`config.mk`:
```
export PLATFORM = sky130hd
export DESIGN_NAME = dmacs_engine
export DESIGN_NICKNAME = d
export VERILOG_FILES = /design/src/design/dmacs_engine.v /design/src/design/dmacs_skid.v
export VERILOG_INCLUDE_DIRS = /design/src /design/src/shared
export SDC_FILE = /design/constraint.sdc
export NUM_CORES = 1
export LEC_CHECK = 0
export ABC_AREA = 0
export ABC_CLOCK_PERIOD_IN_PS = 5900
export BUFFER_PORTS_ARGS = -buffer_cell sky130_fd_sc_hd__buf_2
export CAP_MARGIN = 20
export CORE_MARGIN = 2
export CORE_UTILIZATION = 45
export DETAILED_ROUTE_END_ITERATION = 12
export MAX_ROUTING_LAYER = met4
export PLACE_DENSITY_LB_ADDON = 0.2
export RECOVER_POWER = 25
export SYNTH_ARGS = -nofsm -noshare
export SYNTH_HDL_FRONTEND = slang
export SYNTH_SLANG_ARGS = --single-unit
```
`constraint.sdc`:
```
create_clock -name clock -period 5.9 [get_ports clock]
set_clock_uncertainty 0.2 [all_clocks]
set_input_delay 0.885 -clock clock [delete_from_list [all_inputs] [get_ports clock]]
set_output_delay 0.885 -clock clock [all_outputs]
set_load 0.02 [all_outputs]
```
`src/shared/dmacs_defines.vh`:
```
// Register offsets, field positions and widths for the DMA channel set-up block.
`ifndef DMACS_DEFINES_VH
`define DMACS_DEFINES_VH
// ==========================================================================
// Register offsets
`define DMACS_ADDR_CHAN_CF     8'hc9
`define DMACS_ADDR_SELECT      8'hd1
`define DMACS_ADDR_ENABLE      8'hd2
`define DMACS_ADDR_FULL_FLAGS  8'hd3
`define DMACS_ADDR_HALF_FLAGS  8'hd4
`define DMACS_ADDR_BUSY        8'hd5
`define DMACS_ADDR_WRAP_MODE   8'hd6
`define DMACS_ADDR_BASE_H      8'hd7
`define DMACS_ADDR_BASE_L      8'hd8
`define DMACS_ADDR_SIZE_H      8'hd9
`define DMACS_ADDR_SIZE_L      8'hda
`define DMACS_ADDR_OFFS_H      8'hdb
`define DMACS_ADDR_OFFS_L      8'hdc
// ==========================================================================
// Fields and widths
`define DMACS_NCHAN            7
`define DMACS_CF_FULL_IE       7
`define DMACS_CF_HALF_IE       6
`define DMACS_CF_STALL         5
`define DMACS_CF_MASK          8'hff
`define DMACS_SEL_MASK         8'h07
`define DMACS_WRAP_BIT         0
`define DMACS_BASE_W           12
`define DMACS_CNT_W            10
`define DMACS_REG_RESET        8'h00
`define DMACS_ZERO_CNT         10'h000
`define DMACS_ONE_CNT          10'h001
`define DMACS_CHAN_MASK        7'h7f
`endif
```
`src/design/dmacs_engine.v`:
```
// Seven-channel DMA engine: channel set-up registers, arbitration, offsets and event flags.
`include "dmacs_defines.vh"
// Functional notes
// RQ1: Software selects a channel first; per-channel accesses then target that channel.
// RQ2: Configuration holds function, endianness, full and mid-point interrupt enables.
// RQ3: With wrap on, offset returns to zero after a completed transfer.
// RQ4: Software programs base address pair before enabling the channel.
// RQ5: Software programs transfer length in bytes into the size pair.
// RQ6: Software zeroes the offset pair before enabling the channel.
// RQ7: Software sets the enable bit last to let the channel run.
// RQ8: Enable bit n turns channel n on; register resets to zero.
// RQ9: Bit 7 of enable and flag registers reads zero, ignores writes.
// RQ10: Full-length flag sets when offset equals size minus one.
// RQ11: Flags stay set until software clears them or reset.
// RQ12: Configuration bit 7 enables the full-length interrupt.
// RQ13: Mid-point flag sets at half size, or half plus one when odd.
// RQ14: Configuration bit 6 enables the mid-point interrupt.
// RQ15: Full-length flag register has channel n at bit n, resets zero.
// RQ16: Mid-point flag register has channel n at bit n, resets zero.
// RQ17: XRAM address is base plus offset; offset steps by one per byte.
// RQ18: Lowest-numbered requesting channel wins, chosen only at byte boundaries.
// RQ19: Size, base and offset writes are ignored while the channel transfers; code blocks them only while chan_busy marks its one-byte grant.
// RQ20: A flag of one means the event happened; zero means not.
// RQ21: Interrupt request rises when any set flag meets its enable.
module dmacs_engine (
    // Clock and reset
    input  wire        clock,
    input  wire        rstn,
    // Register port
    input  wire [7:0]  reg_addr,
    input  wire        reg_wr,
    input  wire [7:0]  reg_wdata,
    output reg  [7:0]  reg_rdata,
    // Peripheral requests, one per channel
    input  wire [6:0]  periph_req,
    input  wire [7:0]  periph_data,
    // XRAM side
    output reg  [11:0] xram_addr,
    output wire        xram_valid,
    input  wire        xram_ready,
    output wire [7:0]  xram_data,
    // Status
    output reg  [6:0]  chan_busy,
    output wire        irq
);
    // ======================================================================
    // States
    localparam ST_IDLE = 2'b01;
    localparam ST_MOVE = 2'b10;
    // ======================================================================
    // Registers
    reg [2:0]  config_channel_select;
    reg [6:0]  channel_enable;
    reg [6:0]  full_length_flags;
    reg [6:0]  midpoint_flags;
    reg [7:0]  channel_configuration [0:6];
    reg [6:0]  channel_wrap_mode;
    reg [11:0] xram_base_address [0:6];
    reg [9:0]  transfer_size_bytes [0:6];
    reg [9:0]  address_offset_counter [0:6];
    reg [1:0]  state;
    reg [2:0]  active;
    reg [6:0]  req_s1;
    reg [6:0]  req_s2;
    wire       buf_ready;
    wire [6:0] full_hit;
    wire [6:0] half_hit;
    wire [6:0] full_ie;
    wire [6:0] half_ie;
    wire [6:0] eligible;
    wire       moving;
    // Lowest set bit wins; decoding shared by grant and busy logic.
    function [2:0] dmacs_pick;
        input [6:0] v;
        integer k;
        begin
            dmacs_pick = 3'd0;
            for (k = 6; k >= 0; k = k - 1) begin
                if (v[k]) begin
                    dmacs_pick = k[2:0];
                end
            end
        end
    endfunction
    function [6:0] dmacs_onehot;
        input [2:0] c;
        begin
            dmacs_onehot = 7'h01 << c;
        end
    endfunction
    // ======================================================================
    // Request synchronisers
    always @(posedge clock or negedge rstn) begin
        if (!rstn) begin
            req_s1 <= 7'h00;
            req_s2 <= 7'h00;
        end else begin
            req_s1 <= periph_req;
            req_s2 <= req_s1;
        end
    end
    // ======================================================================
    // Per-channel decode
    genvar g;
    generate
        for (g = 0; g < `DMACS_NCHAN; g = g + 1) begin : g_chan
            wire [9:0] sz = transfer_size_bytes[g];
            assign full_hit[g] = (address_offset_counter[g] == sz - `DMACS_ONE_CNT); // RQ10
            assign half_hit[g] = (address_offset_counter[g] == ((sz >> 1) + {9'h000, sz[0]})); // RQ13
            assign full_ie[g]  = channel_configuration[g][`DMACS_CF_FULL_IE]; // RQ12
            assign half_ie[g]  = channel_configuration[g][`DMACS_CF_HALF_IE]; // RQ14
            // A channel holding an unserviced full flag or stalled waits for software.
            assign eligible[g] = channel_enable[g] & req_s2[g] & ~full_length_flags[g] // RQ8
                               & ~channel_configuration[g][`DMACS_CF_STALL];
        end
    endgenerate
    assign irq    = |((full_length_flags & full_ie) | (midpoint_flags & half_ie)); // RQ21
    assign moving = (state == ST_MOVE) && buf_ready;
    // ======================================================================
    // Arbiter and transfer sequencer
    always @(posedge clock or negedge rstn) begin
        if (!rstn) begin
            state     <= ST_IDLE;
            active    <= 3'd0;
            chan_busy <= 7'h00;
            xram_addr <= 12'h000;
        end else begin
            case (state)
                ST_IDLE: begin
                    if (|eligible) begin
                        active    <= dmacs_pick(eligible); // RQ18
                        chan_busy <= dmacs_onehot(dmacs_pick(eligible));
                        xram_addr <= xram_base_address[dmacs_pick(eligible)]
                                   + {2'b00, address_offset_counter[dmacs_pick(eligible)]}; // RQ17
                        state     <= ST_MOVE;
                    end
                end
                ST_MOVE: begin
                    if (buf_ready) begin
                        chan_busy <= 7'h00;
                        state     <= ST_IDLE;
                    end
                end
                default: begin
                    state <= ST_IDLE;
                end
            endcase
        end
    end
    dmacs_skid u_buf (
        .clock     (clock),
        .rstn      (rstn),
        .in_valid  (state == ST_MOVE),
        .in_ready  (buf_ready),
        .in_data   (periph_data),
        .out_valid (xram_valid),
        .out_ready (xram_ready),
        .out_data  (xram_data)
    );
    // ======================================================================
    // Register writes, flags and offsets
    integer i;
    always @(posedge clock or negedge rstn) begin
        if (!rstn) begin
            config_channel_select <= 3'd0;
            channel_enable        <= 7'h00;
            full_length_flags     <= 7'h00;
            midpoint_flags        <= 7'h00;
            channel_wrap_mode     <= 7'h00;
            for (i = 0; i < `DMACS_NCHAN; i = i + 1) begin
                channel_configuration[i]  <= `DMACS_REG_RESET;
                xram_base_address[i]      <= 12'h000;
                transfer_size_bytes[i]    <= `DMACS_ZERO_CNT;
                address_offset_counter[i] <= `DMACS_ZERO_CNT;
            end
        end else begin
            // Software writes first so that a same-cycle hardware set wins below.
            if (reg_wr) begin
                case (reg_addr)
                    `DMACS_ADDR_SELECT:     config_channel_select <= reg_wdata[2:0]; // RQ1
                    `DMACS_ADDR_ENABLE:     channel_enable <= reg_wdata[6:0]; // RQ9
                    `DMACS_ADDR_FULL_FLAGS: full_length_flags <= reg_wdata[6:0]; // RQ15
                    `DMACS_ADDR_HALF_FLAGS: midpoint_flags <= reg_wdata[6:0]; // RQ16
                    default: begin
                    end
                endcase
                // Select value 7 is invalid and reaches no channel.
                if (config_channel_select < `DMACS_NCHAN) begin
                    case (reg_addr)
                        `DMACS_ADDR_CHAN_CF:   channel_configuration[config_channel_select] <= reg_wdata; // RQ2
                        `DMACS_ADDR_WRAP_MODE: channel_wrap_mode[config_channel_select] <= reg_wdata[`DMACS_WRAP_BIT];
                        default: begin
                        end
                    endcase
                    if (!chan_busy[config_channel_select]) begin // RQ19
                        case (reg_addr)
                            `DMACS_ADDR_BASE_H: xram_base_address[config_channel_select][11:8] <= reg_wdata[3:0];
                            `DMACS_ADDR_BASE_L: xram_base_address[config_channel_select][7:0] <= reg_wdata;
                            `DMACS_ADDR_SIZE_H: transfer_size_bytes[config_channel_select][9:8] <= reg_wdata[1:0];
                            `DMACS_ADDR_SIZE_L: transfer_size_bytes[config_channel_select][7:0] <= reg_wdata;
                            `DMACS_ADDR_OFFS_H: address_offset_counter[config_channel_select][9:8] <= reg_wdata[1:0];
                            `DMACS_ADDR_OFFS_L: address_offset_counter[config_channel_select][7:0] <= reg_wdata;
                            default: begin
                            end
                        endcase
                    end
                end
            end
            // Hardware only ever sets flags here, never clears them; clearing is left to software writes.
            if (moving) begin
                if (full_hit[active]) begin
                    full_length_flags[active] <= 1'b1; // RQ11
                    if (channel_wrap_mode[active]) begin
                        address_offset_counter[active] <= `DMACS_ZERO_CNT; // RQ3
                    end
                end else begin
                    address_offset_counter[active] <= address_offset_counter[active] + `DMACS_ONE_CNT; // RQ17
                end
                if (half_hit[active]) begin
                    midpoint_flags[active] <= 1'b1; // RQ20
                end
            end
        end
    end
    // ======================================================================
    // Read mux
    always @* begin
        reg_rdata = 8'h00;
        case (reg_addr)
            `DMACS_ADDR_SELECT:     reg_rdata = {5'h00, config_channel_select};
            `DMACS_ADDR_ENABLE:     reg_rdata = {1'b0, channel_enable}; // RQ9
            `DMACS_ADDR_FULL_FLAGS: reg_rdata = {1'b0, full_length_flags};
            `DMACS_ADDR_HALF_FLAGS: reg_rdata = {1'b0, midpoint_flags};
            `DMACS_ADDR_BUSY:       reg_rdata = {1'b0, chan_busy};
            default: begin
                if (config_channel_select < `DMACS_NCHAN) begin
                    case (reg_addr)
                        `DMACS_ADDR_CHAN_CF:   reg_rdata = channel_configuration[config_channel_select];
                        `DMACS_ADDR_WRAP_MODE: reg_rdata = {7'h00, channel_wrap_mode[config_channel_select]};
                        `DMACS_ADDR_BASE_H:    reg_rdata = {4'h0, xram_base_address[config_channel_select][11:8]};
                        `DMACS_ADDR_BASE_L:    reg_rdata = xram_base_address[config_channel_select][7:0];
                        `DMACS_ADDR_SIZE_H:    reg_rdata = {6'h00, transfer_size_bytes[config_channel_select][9:8]};
                        `DMACS_ADDR_SIZE_L:    reg_rdata = transfer_size_bytes[config_channel_select][7:0];
                        `DMACS_ADDR_OFFS_H:    reg_rdata = {6'h00, address_offset_counter[config_channel_select][9:8]};
                        `DMACS_ADDR_OFFS_L:    reg_rdata = address_offset_counter[config_channel_select][7:0];
                        default:               reg_rdata = 8'h00;
                    endcase
                end
            end
        endcase
    end
endmodule

```
`src/design/dmacs_skid.v`:
```
// Two-entry buffer with valid and ready on both sides for the transfer data path.
`include "dmacs_defines.vh"
module dmacs_skid (
    // Clock and reset
    input  wire        clock,
    input  wire        rstn,
    // Filling side
    input  wire        in_valid,
    output wire        in_ready,
    input  wire [7:0]  in_data,
    // Draining side
    output wire        out_valid,
    input  wire        out_ready,
    output reg  [7:0]  out_data
);
    // ======================================================================
    // Storage
    reg [7:0] spare;
    reg       full0;
    reg       full1;
    assign in_ready  = ~full1;
    assign out_valid = full0;
    always @(posedge clock or negedge rstn) begin
        if (!rstn) begin
            full0    <= 1'b0;
            full1    <= 1'b0;
            out_data <= 8'h00;
            spare    <= 8'h00;
        end else begin
            if (full0 && out_ready) begin
                if (full1) begin
                    // The filling side sees in_ready low here, so nothing may be taken in.
                    out_data <= spare;
                    full1    <= 1'b0;
                end else if (in_valid) begin
                    out_data <= in_data;
                end else begin
                    full0 <= 1'b0;
                end
            end else if (in_valid && !full1) begin
                if (!full0) begin
                    out_data <= in_data;
                    full0    <= 1'b1;
                end else begin
                    spare <= in_data;
                    full1 <= 1'b1;
                end
            end
        end
    end
endmodule

```
# [Word level (Yosys, flattened, before mapping)]
# Cells that the tools add are included.
[word_totals] ff_bits=367 latch_bits=0 ramBits=0 rom_bits=0 in_bits=35 wordCells=284 n_memories=0
[classes] n_addsub=16 n_mul=0 div_mod_pow=0 n_lt_le_gt_ge=10 eq_ne=35 shift=1 muxes=103 bitwise=48 n_reduce_logical=28
[ops] operator="70-bit 2-to-1 mux" n=6
[ops] operator="70-bit bitwise mux" n=5
[ops] operator="70-bit one-hot mux with 2 select lines" n=2
[ops] operator="84-bit bitwise mux" n=2
[ops] operator="84-bit one-hot mux with 2 select lines" n=1
[ops] operator="10-bit == test" n=14
[ops] operator="10-bit binary-select mux with 3-bit select" n=4
[ops] operator="8-bit == test (second input constant)" n=13
[ops] operator="10-bit 2-to-1 mux" n=10
[ops] operator="10-bit demux with 3-bit select" n=3
[ops] operator="8-bit 2-to-1 mux" n=11
[ops] operator="12-bit binary-select mux with 3-bit select" n=2
[ops] operator="12-bit demux with 3-bit select" n=2
[ops] operator="9-bit by 1-bit adder with 10-bit output" n=7
[ops] operator="70-bit AND" n=1
[ops] operator="7-bit 2-to-1 mux" n=10
[ops] operator="70-bit NOT" n=1
[ops] operator="10-bit by 1-bit subtractor with 10-bit output (second input constant)" n=7
[ops] operator="8-bit one-hot mux with 8 select lines" n=1
[ops] operator="12-bit 2-to-1 mux" n=5
[ops] operator="56-bit bitwise mux" n=1
[ops] operator="8-bit one-hot mux with 5 select lines" n=1
[ops] operator="3-bit 2-to-1 mux" n=9
[ops] operator="8-bit binary-select mux with 3-bit select" n=1
[ops] operator="32 further kinds" n=122

# [Logic depth before layout (Yosys ltp)]
[logic_depth] ltp_word=17 depth_mapped=19

# [Cells and area by module]
# From an unflattened synthesis, not the netlist that was laid out.
[hier_totals] cells_unflattened=2658 hier_area_um2=25057.8
[by_module_without_submodules] module="dmacs_engine" n_inst=1 cells_each=2575 area_per_inst_um2=24140.7 seq_area_each_um2=8734.6
[by_module_without_submodules] module="dmacs_skid" n_inst=1 cells_each=83 area_per_inst_um2=917.1 seq_area_each_um2=450.4

# [Worst setup path after synthesis]
# No wires, ideal clock.
[synth_timing] path_type="flip-flop to flip-flop" start="register full_length_flags[2]" end="register xram_addr[10]" arrival_ns=4.352 setup_slack_ns=1.215 path_stages_with_launch=18 n_path_buf=1 synth_period_minus_slack_ns=4.685 cell_sequence="dfrtp_1 -> nor4bb_1 -> a311oi_1 -> nor3_1 -> clkbuf_1 -> nand3_1 -> nand3_1 -> o21ai_0 -> ha_1 -> fa_1 -> a21o_1 -> a21oi_1 -> nor2b_1 -> o21a_1 -> or4_1 -> a41oi_1 -> xnor2_1 -> o21ai_0"
[synth_via] elab_chain_cells=13
[synth_rtl] element="start, declared" line="dmacs_engine.v:54" rtl="reg [6:0] full_length_flags;"
[synth_rtl] element="start signal, assigned" line="dmacs_engine.v:182" rtl="`DMACS_ADDR_FULL_FLAGS: full_length_flags <= reg_wdata[6:0];"
[synth_rtl] element="1-bit NOT (*)" line="dmacs_engine.v:113" rtl="assign eligible[g] = channel_enable[g] & req_s2[g] & ~full_length_flags[g]"
[synth_rtl] element="1-bit AND (*) (2 in series)" line="dmacs_engine.v:113"
[synth_rtl] element="3-bit 2-to-1 mux (3 in series)" line="dmacs_engine.v:79" rtl="if (v[k]) begin"
[synth_rtl] element="3-bit 2-to-1 mux" line="dmacs_engine.v:130" rtl="if (|eligible) begin"
[synth_rtl] element="3-bit 2-to-1 mux" line="dmacs_engine.v:128" rtl="case (state)"
[synth_rtl] element="3-bit NOT with 4-bit output (not written as such)" line="dmacs_engine.v:133, dmacs_engine.v:134"
[synth_rtl] element="12-bit binary-select mux with 3-bit select / 10-bit binary-select mux with 3-bit select (equally long branches)" line="dmacs_engine.v:133, dmacs_engine.v:134"
[synth_rtl] element="12-bit 2-to-1 mux (not written as such) / 10-bit 2-to-1 mux (equally long branches) (2 in series)" line="dmacs_engine.v:133, dmacs_engine.v:134"
[synth_rtl] element="12-bit by 10-bit adder with 12-bit output" line="dmacs_engine.v:134" rtl="+ {2'b00, address_offset_counter[dmacs_pick(eligible)]};"
[synth_rtl] element="end signal, assigned" line="dmacs_engine.v:133" rtl="xram_addr <= xram_base_address[dmacs_pick(eligible)]"
[synth_rtl] element="end, declared" line="dmacs_engine.v:38" rtl="output reg [11:0] xram_addr,"
# Mark *: on every way between the ends. The rest lies on a longest branch, timed or not. The select of a mux whose other input is x is not followed.
# A chain may end at the register's enable or synchronous reset.

# [Worst setup path after layout]
[layout_timing] start="register config_channel_select[1]" end="output reg_rdata[0]"
[layout_via] elab_chain_cells=7
[layout_rtl] element="start, declared" line="dmacs_engine.v:52" rtl="reg [2:0] config_channel_select;"
[layout_rtl] element="start signal, assigned" line="dmacs_engine.v:180" rtl="`DMACS_ADDR_SELECT: config_channel_select <= reg_wdata[2:0];"
[layout_rtl] element="3-bit NOT with 4-bit output (not written as such)"
[layout_rtl] element="10-bit binary-select mux with 3-bit select (tied with other cells)" line="dmacs_engine.v:244, dmacs_engine.v:245"
[layout_rtl] element="10-bit 2-to-1 mux (not written as such) (tied with other cells) (2 in series)" line="dmacs_engine.v:245" rtl="`DMACS_ADDR_OFFS_L: reg_rdata = address_offset_counter[config_channel_select][7:0];"
[layout_rtl] element="8-bit one-hot mux with 8 select lines" line="dmacs_engine.v:237" rtl="case (reg_addr)"
[layout_rtl] element="8-bit 2-to-1 mux (*)" line="dmacs_engine.v:236" rtl="if (config_channel_select < `DMACS_NCHAN) begin"
[layout_rtl] element="8-bit one-hot mux with 5 select lines (*)" line="dmacs_engine.v:229" rtl="case (reg_addr)"
[layout_rtl] element="end, declared" line="dmacs_engine.v:33" rtl="output reg [7:0] reg_rdata,"
# Marked as above.

==> flow_metrics.env <==
export IMPL_crit_family="multiplexers"
export IMPL_yosys_area_top_type="sky130_fd_sc_hd__dfrtp_1"
export IMPL_timing_hold_violations_final=0
export IMPL_finalInstanceArea_mm2=0.02735
export IMPL_worstRegToRegCells=17
export IMPL_crit_start="config_channel_select[1]$_DFFE_PN0P_"
export IMPL_number_of_max_cap_violations=1
export IMPL_drt_initial_drc_count=3151
export IMPL_multi_input_area_mm2=0.01455
export IMPL_grt_first_pass_wirelength_um=154900
export IMPL_worst_path_cell_chain="buf_12, mux2i_1, o22ai_1, a221oi_1, a21oi_1, nor2_1, and4_1, nand4_1, buf_2"
export IMPL_remaining_drc_errors=0
export IMPL_worstSetupPathDepth=9
export IMPL_layout_cells_most_common="sky130_fd_sc_hd__dfrtp_1"
export IMPL_final_core_util=0.4984
export IMPL_floorplan_initialDensity=0.4538
export IMPL_worst_hold_path_type="flip-flop to flip-flop"
export IMPL_biggest_cell_delay_along_the_critical_path_ns=0.98
export IMPL_finish_net_count=2690
export IMPL_critPathMaxFanout=43
export IMPL_asyncSetResetFlopFracSynth=1.000
export IMPL_final_period_utilization=0.9295
export IMPL_globalRoute_totalOverflow=0
export IMPL_detailed_place_area_mm2=0.02581
export IMPL_setup_violations=0
export IMPL_syn_mean_instance_area_um2=9.316
export IMPL_cp_endpoint="reg_rdata[0]"
export IMPL_dieArea_mm2=0.05723
export IMPL_placement_rows=86
export IMPL_grt_util_all_layers=0.3828
export IMPL_slew_violations=109
export IMPL_path_buf_inv=2
export IMPL_post_synth_inst_count=2673
export IMPL_ys_seq_elements=367
export IMPL_vias=23330
export IMPL_power_ir_vdd_worst_mv=0.2622
export IMPL_p_per_area_mw_per_mm2=307.1
export IMPL_outcome="complete, but fails checks"
export IMPL_rsz0062_at_grt="false"
export IMPL_final_routed_wirelength_across_all_metal_layers_um=106800
export IMPL_synth_edff_count=0
export IMPL_number_of_antenna_violations_at_the_first_check_in_global_routing=5
export IMPL_worst_setup_hold_path_clk_slew_ns=0.06
export IMPL_yosys_warning_total=0
export IMPL_tightest_pin_transition_ns=3.260
export IMPL_io_buffers=71
export IMPL_crit_path_start_kind="flip-flop"
export IMPL_first_pass_iters=10
export IMPL_seq_area_frac_synth=0.3689
export IMPL_setup_tns_ns=0
export IMPL_final_period_demand_of_the_worst_path_ns=5.484
export IMPL_cts_htree_levels=2
export IMPL_clock_sinks=367
export IMPL_synth_top_area_share=0.3678
export IMPL_placeableCoreArea_mm2=0.05488
export IMPL_wl_per_cell_um=31.76
export IMPL_timing_fmax_ghz=0.1823
export IMPL_reg2reg_from="full_length_flags[3]$_DFF_PN0_"
export IMPL_critical_path_required_ns=4.82
export IMPL_cts_made_buffers=44
export IMPL_setup_worst_path_class="flip-flop to primary output"
export IMPL_routabilityCongestion=1.066
export IMPL_clk_latency_ns=0.62
export IMPL_cts_max_path_buffers=3
export IMPL_die_width_um=239.2
export IMPL_final_seq_area_mm2=0.009191
export IMPL_cp_end_kind="primary output"
export IMPL_via_per_inst=6.936
export IMPL_drive_gt1_frac=0.1985
export IMPL_failing_checks="max-capacitance violations, max-slew violations"
export IMPL_layout_cells_most_common_list="sky130_fd_sc_hd__dfrtp_1, sky130_fd_sc_hd__nand2_1, sky130_fd_sc_hd__mux2_2, sky130_fd_sc_hd__nor2_1"
export IMPL_crit_reg2reg_capture="xram_addr[11]$_DFFE_PN0P_"
export IMPL_leakagePower_nw=11.58
export IMPL_flow_area_growth_from_synthesis_pct=9.833
export IMPL_whs_ns=0.1399
export IMPL_grt_pass1_vias=22400
export IMPL_post_synth_num_cell_types=85
export IMPL_cp_arrival_ns=4.40
export IMPL_post_dp_hpwl_um=75490
export IMPL_slew_limit_headroom=-1.173
export IMPL_post_cts_resized=0
export IMPL_io_pins=72
export IMPL_rrSetupSlack_ns=0.60
export IMPL_crit_path_top_delay_cell="sky130_fd_sc_hd__mux2i_1"
export IMPL_yosys_top_cells_area="sky130_fd_sc_hd__dfrtp_1, sky130_fd_sc_hd__mux2_2, sky130_fd_sc_hd__nand2_1"
export IMPL_cts_setup_buffers=0
export IMPL_netlist_area_mm2=0.02490
export IMPL_grt_start_max_net_pins=111
export IMPL_fill_cells=5187
export IMPL_clock_tree_from_tritoncts="yes"
export IMPL_drt_antenna_violating_nets=0
export IMPL_cts_root_buf="sky130_fd_sc_hd__clkbuf_16"
export IMPL_cts_hold_buffers_added=0
export IMPL_yosys_most_used_dff="sky130_fd_sc_hd__dfrtp_1"
export IMPL_floorplan_die_height_um=239.2
export IMPL_syn_num_nets=2741
[logic make-up after synthesis]
| logic type | after synthesis | share of synthesized area |
|---|---|---|
| flops | 367 | 0.3689 |
| xor+xnor | 178 | 0.06261 |
| buf+inv | 295 | 0.04778 |
| compound gates | 617 | 0.1756 |
| fa+ha+maj | 33 | 0.01688 |
| mux | 360 | 0.1646 |
| simple gates | 823 | 0.1638 |
[power by group]
group	internal [mW]	switching [mW]	total (mW)
sequential	2.66	0.258	2.92
clock	1.70	1.19	2.89
combinational	0.772	1.82	2.59
total	5.13	3.27	8.40
[per-layer routing]
metal | global-route usage | wire length, um | up-vias
li1 | - | - | 9795
met1 | 0.4787 | 40980 | 11560
met2 | 0.5581 | 46070 | 1548
met3 | 0.1023 | 11920 | 422
met4 | 0.2222 | 7847 | 0
met5 | - | 0 | -
[cells in the mapped netlist (all sizes together), types with 14 or more instances]
library cell / number
dfrtp: 366
nand2: 272
mux2: 245
clkbuf: 206
nor2: 143
a21oi: 122
nand3: 122
xnor2: 106
mux2i: 100
o21ai: 99
a22oi: 72
xor2: 72
o32ai: 66
nor3: 53
buf: 45
inv: 44
ha: 32
and3: 31
nand4: 31
a32oi: 28
a31oi: 26
nor2b: 25
o211ai: 25
nand2b: 24
nor4: 22
a221oi: 17
a22o: 15
and2: 15
mux4: 15
o22ai: 15
a211oi: 14
a221o: 14
[flip-flops by register name, indices dropped and copies added, names as in the netlist]
signal / count
xram_base_address: 84
address_offset_counter: 70
g_chan.sz: 70
channel_configuration: 56
xram_addr: 12
u_buf.out_data: 8
u_buf.spare: 8
chan_busy: 7
channel_enable: 7
channel_wrap_mode: 7
full_length_flags: 7
midpoint_flags: 7
req_s1: 7
req_s2: 7
active: 3
config_channel_select: 3
state: 2
u_buf.full1: 1
u_buf.out_valid: 1
[worst reg2reg max path, cell delays in order, from the launching register on]
cell                       delay, ns
sky130_fd_sc_hd__dfrtp_1        0.43
sky130_fd_sc_hd__nor4bb_1       0.77
sky130_fd_sc_hd__a211oi_1       0.20
sky130_fd_sc_hd__nor2_2         0.90
sky130_fd_sc_hd__buf_4          0.30
sky130_fd_sc_hd__nand2_1        0.06
sky130_fd_sc_hd__a21oi_1        0.12
sky130_fd_sc_hd__a21oi_1        0.05
sky130_fd_sc_hd__o21ai_0        0.48
sky130_fd_sc_hd__ha_1           0.33
sky130_fd_sc_hd__a21o_1         0.15
sky130_fd_sc_hd__a21oi_1        0.26
sky130_fd_sc_hd__o211ai_1       0.20
sky130_fd_sc_hd__nand2_1        0.14
sky130_fd_sc_hd__o211ai_1       0.14
sky130_fd_sc_hd__o21bai_1       0.18
sky130_fd_sc_hd__xnor2_1        0.14
sky130_fd_sc_hd__o21ai_0        0.10
[per-stage QoR]
stage	total power, mW	setup slack [ns]	std cells
finish	8.401	0.4157	3363
floorplan	4.341	1.215	2673
global route	8.651	0.4103	3362
global placement	5.356	0.9072	3276
CTS	8.280	0.7810	3356
detailed placement	5.406	0.8395	3277
[how the worst min path moves through the flow]
stage | slack (ns) | to | cells past startpoint | start
6_report | 0.14 | req_s2[2]$_DFF_PN0_ | 0 | req_s1[2]$_DFF_PN0_
3_5_place_dp | 0.14 | req_s2[0]$_DFF_PN0_ | 0 | req_s1[0]$_DFF_PN0_
2_1_floorplan | 0.13 | req_s2[0]$_DFF_PN0_ | 0 | req_s1[0]$_DFF_PN0_
5_1_grt | 0.15 | req_s2[2]$_DFF_PN0_ | 0 | req_s1[2]$_DFF_PN0_
4_1_cts | 0.14 | req_s2[2]$_DFF_PN0_ | 0 | req_s1[2]$_DFF_PN0_
3_3_place_gp | 0.14 | req_s2[0]$_DFF_PN0_ | 0 | req_s1[0]$_DFF_PN0_
[final cells by class]
class | count | share of cell area
multi-input cells | 2011 | 0.5321
inverters | 44 | 0.006039
clock buffers | 56 | 0.04483
well taps | 704 | 0.03221
clock inverters | 23 | 0.01089
diodes | 4 | 0.0003660
flip-flops and latches | 367 | 0.3361
repair buffers | 154 | 0.03751
No activity file was read; power rests on OpenSTA's default activity.
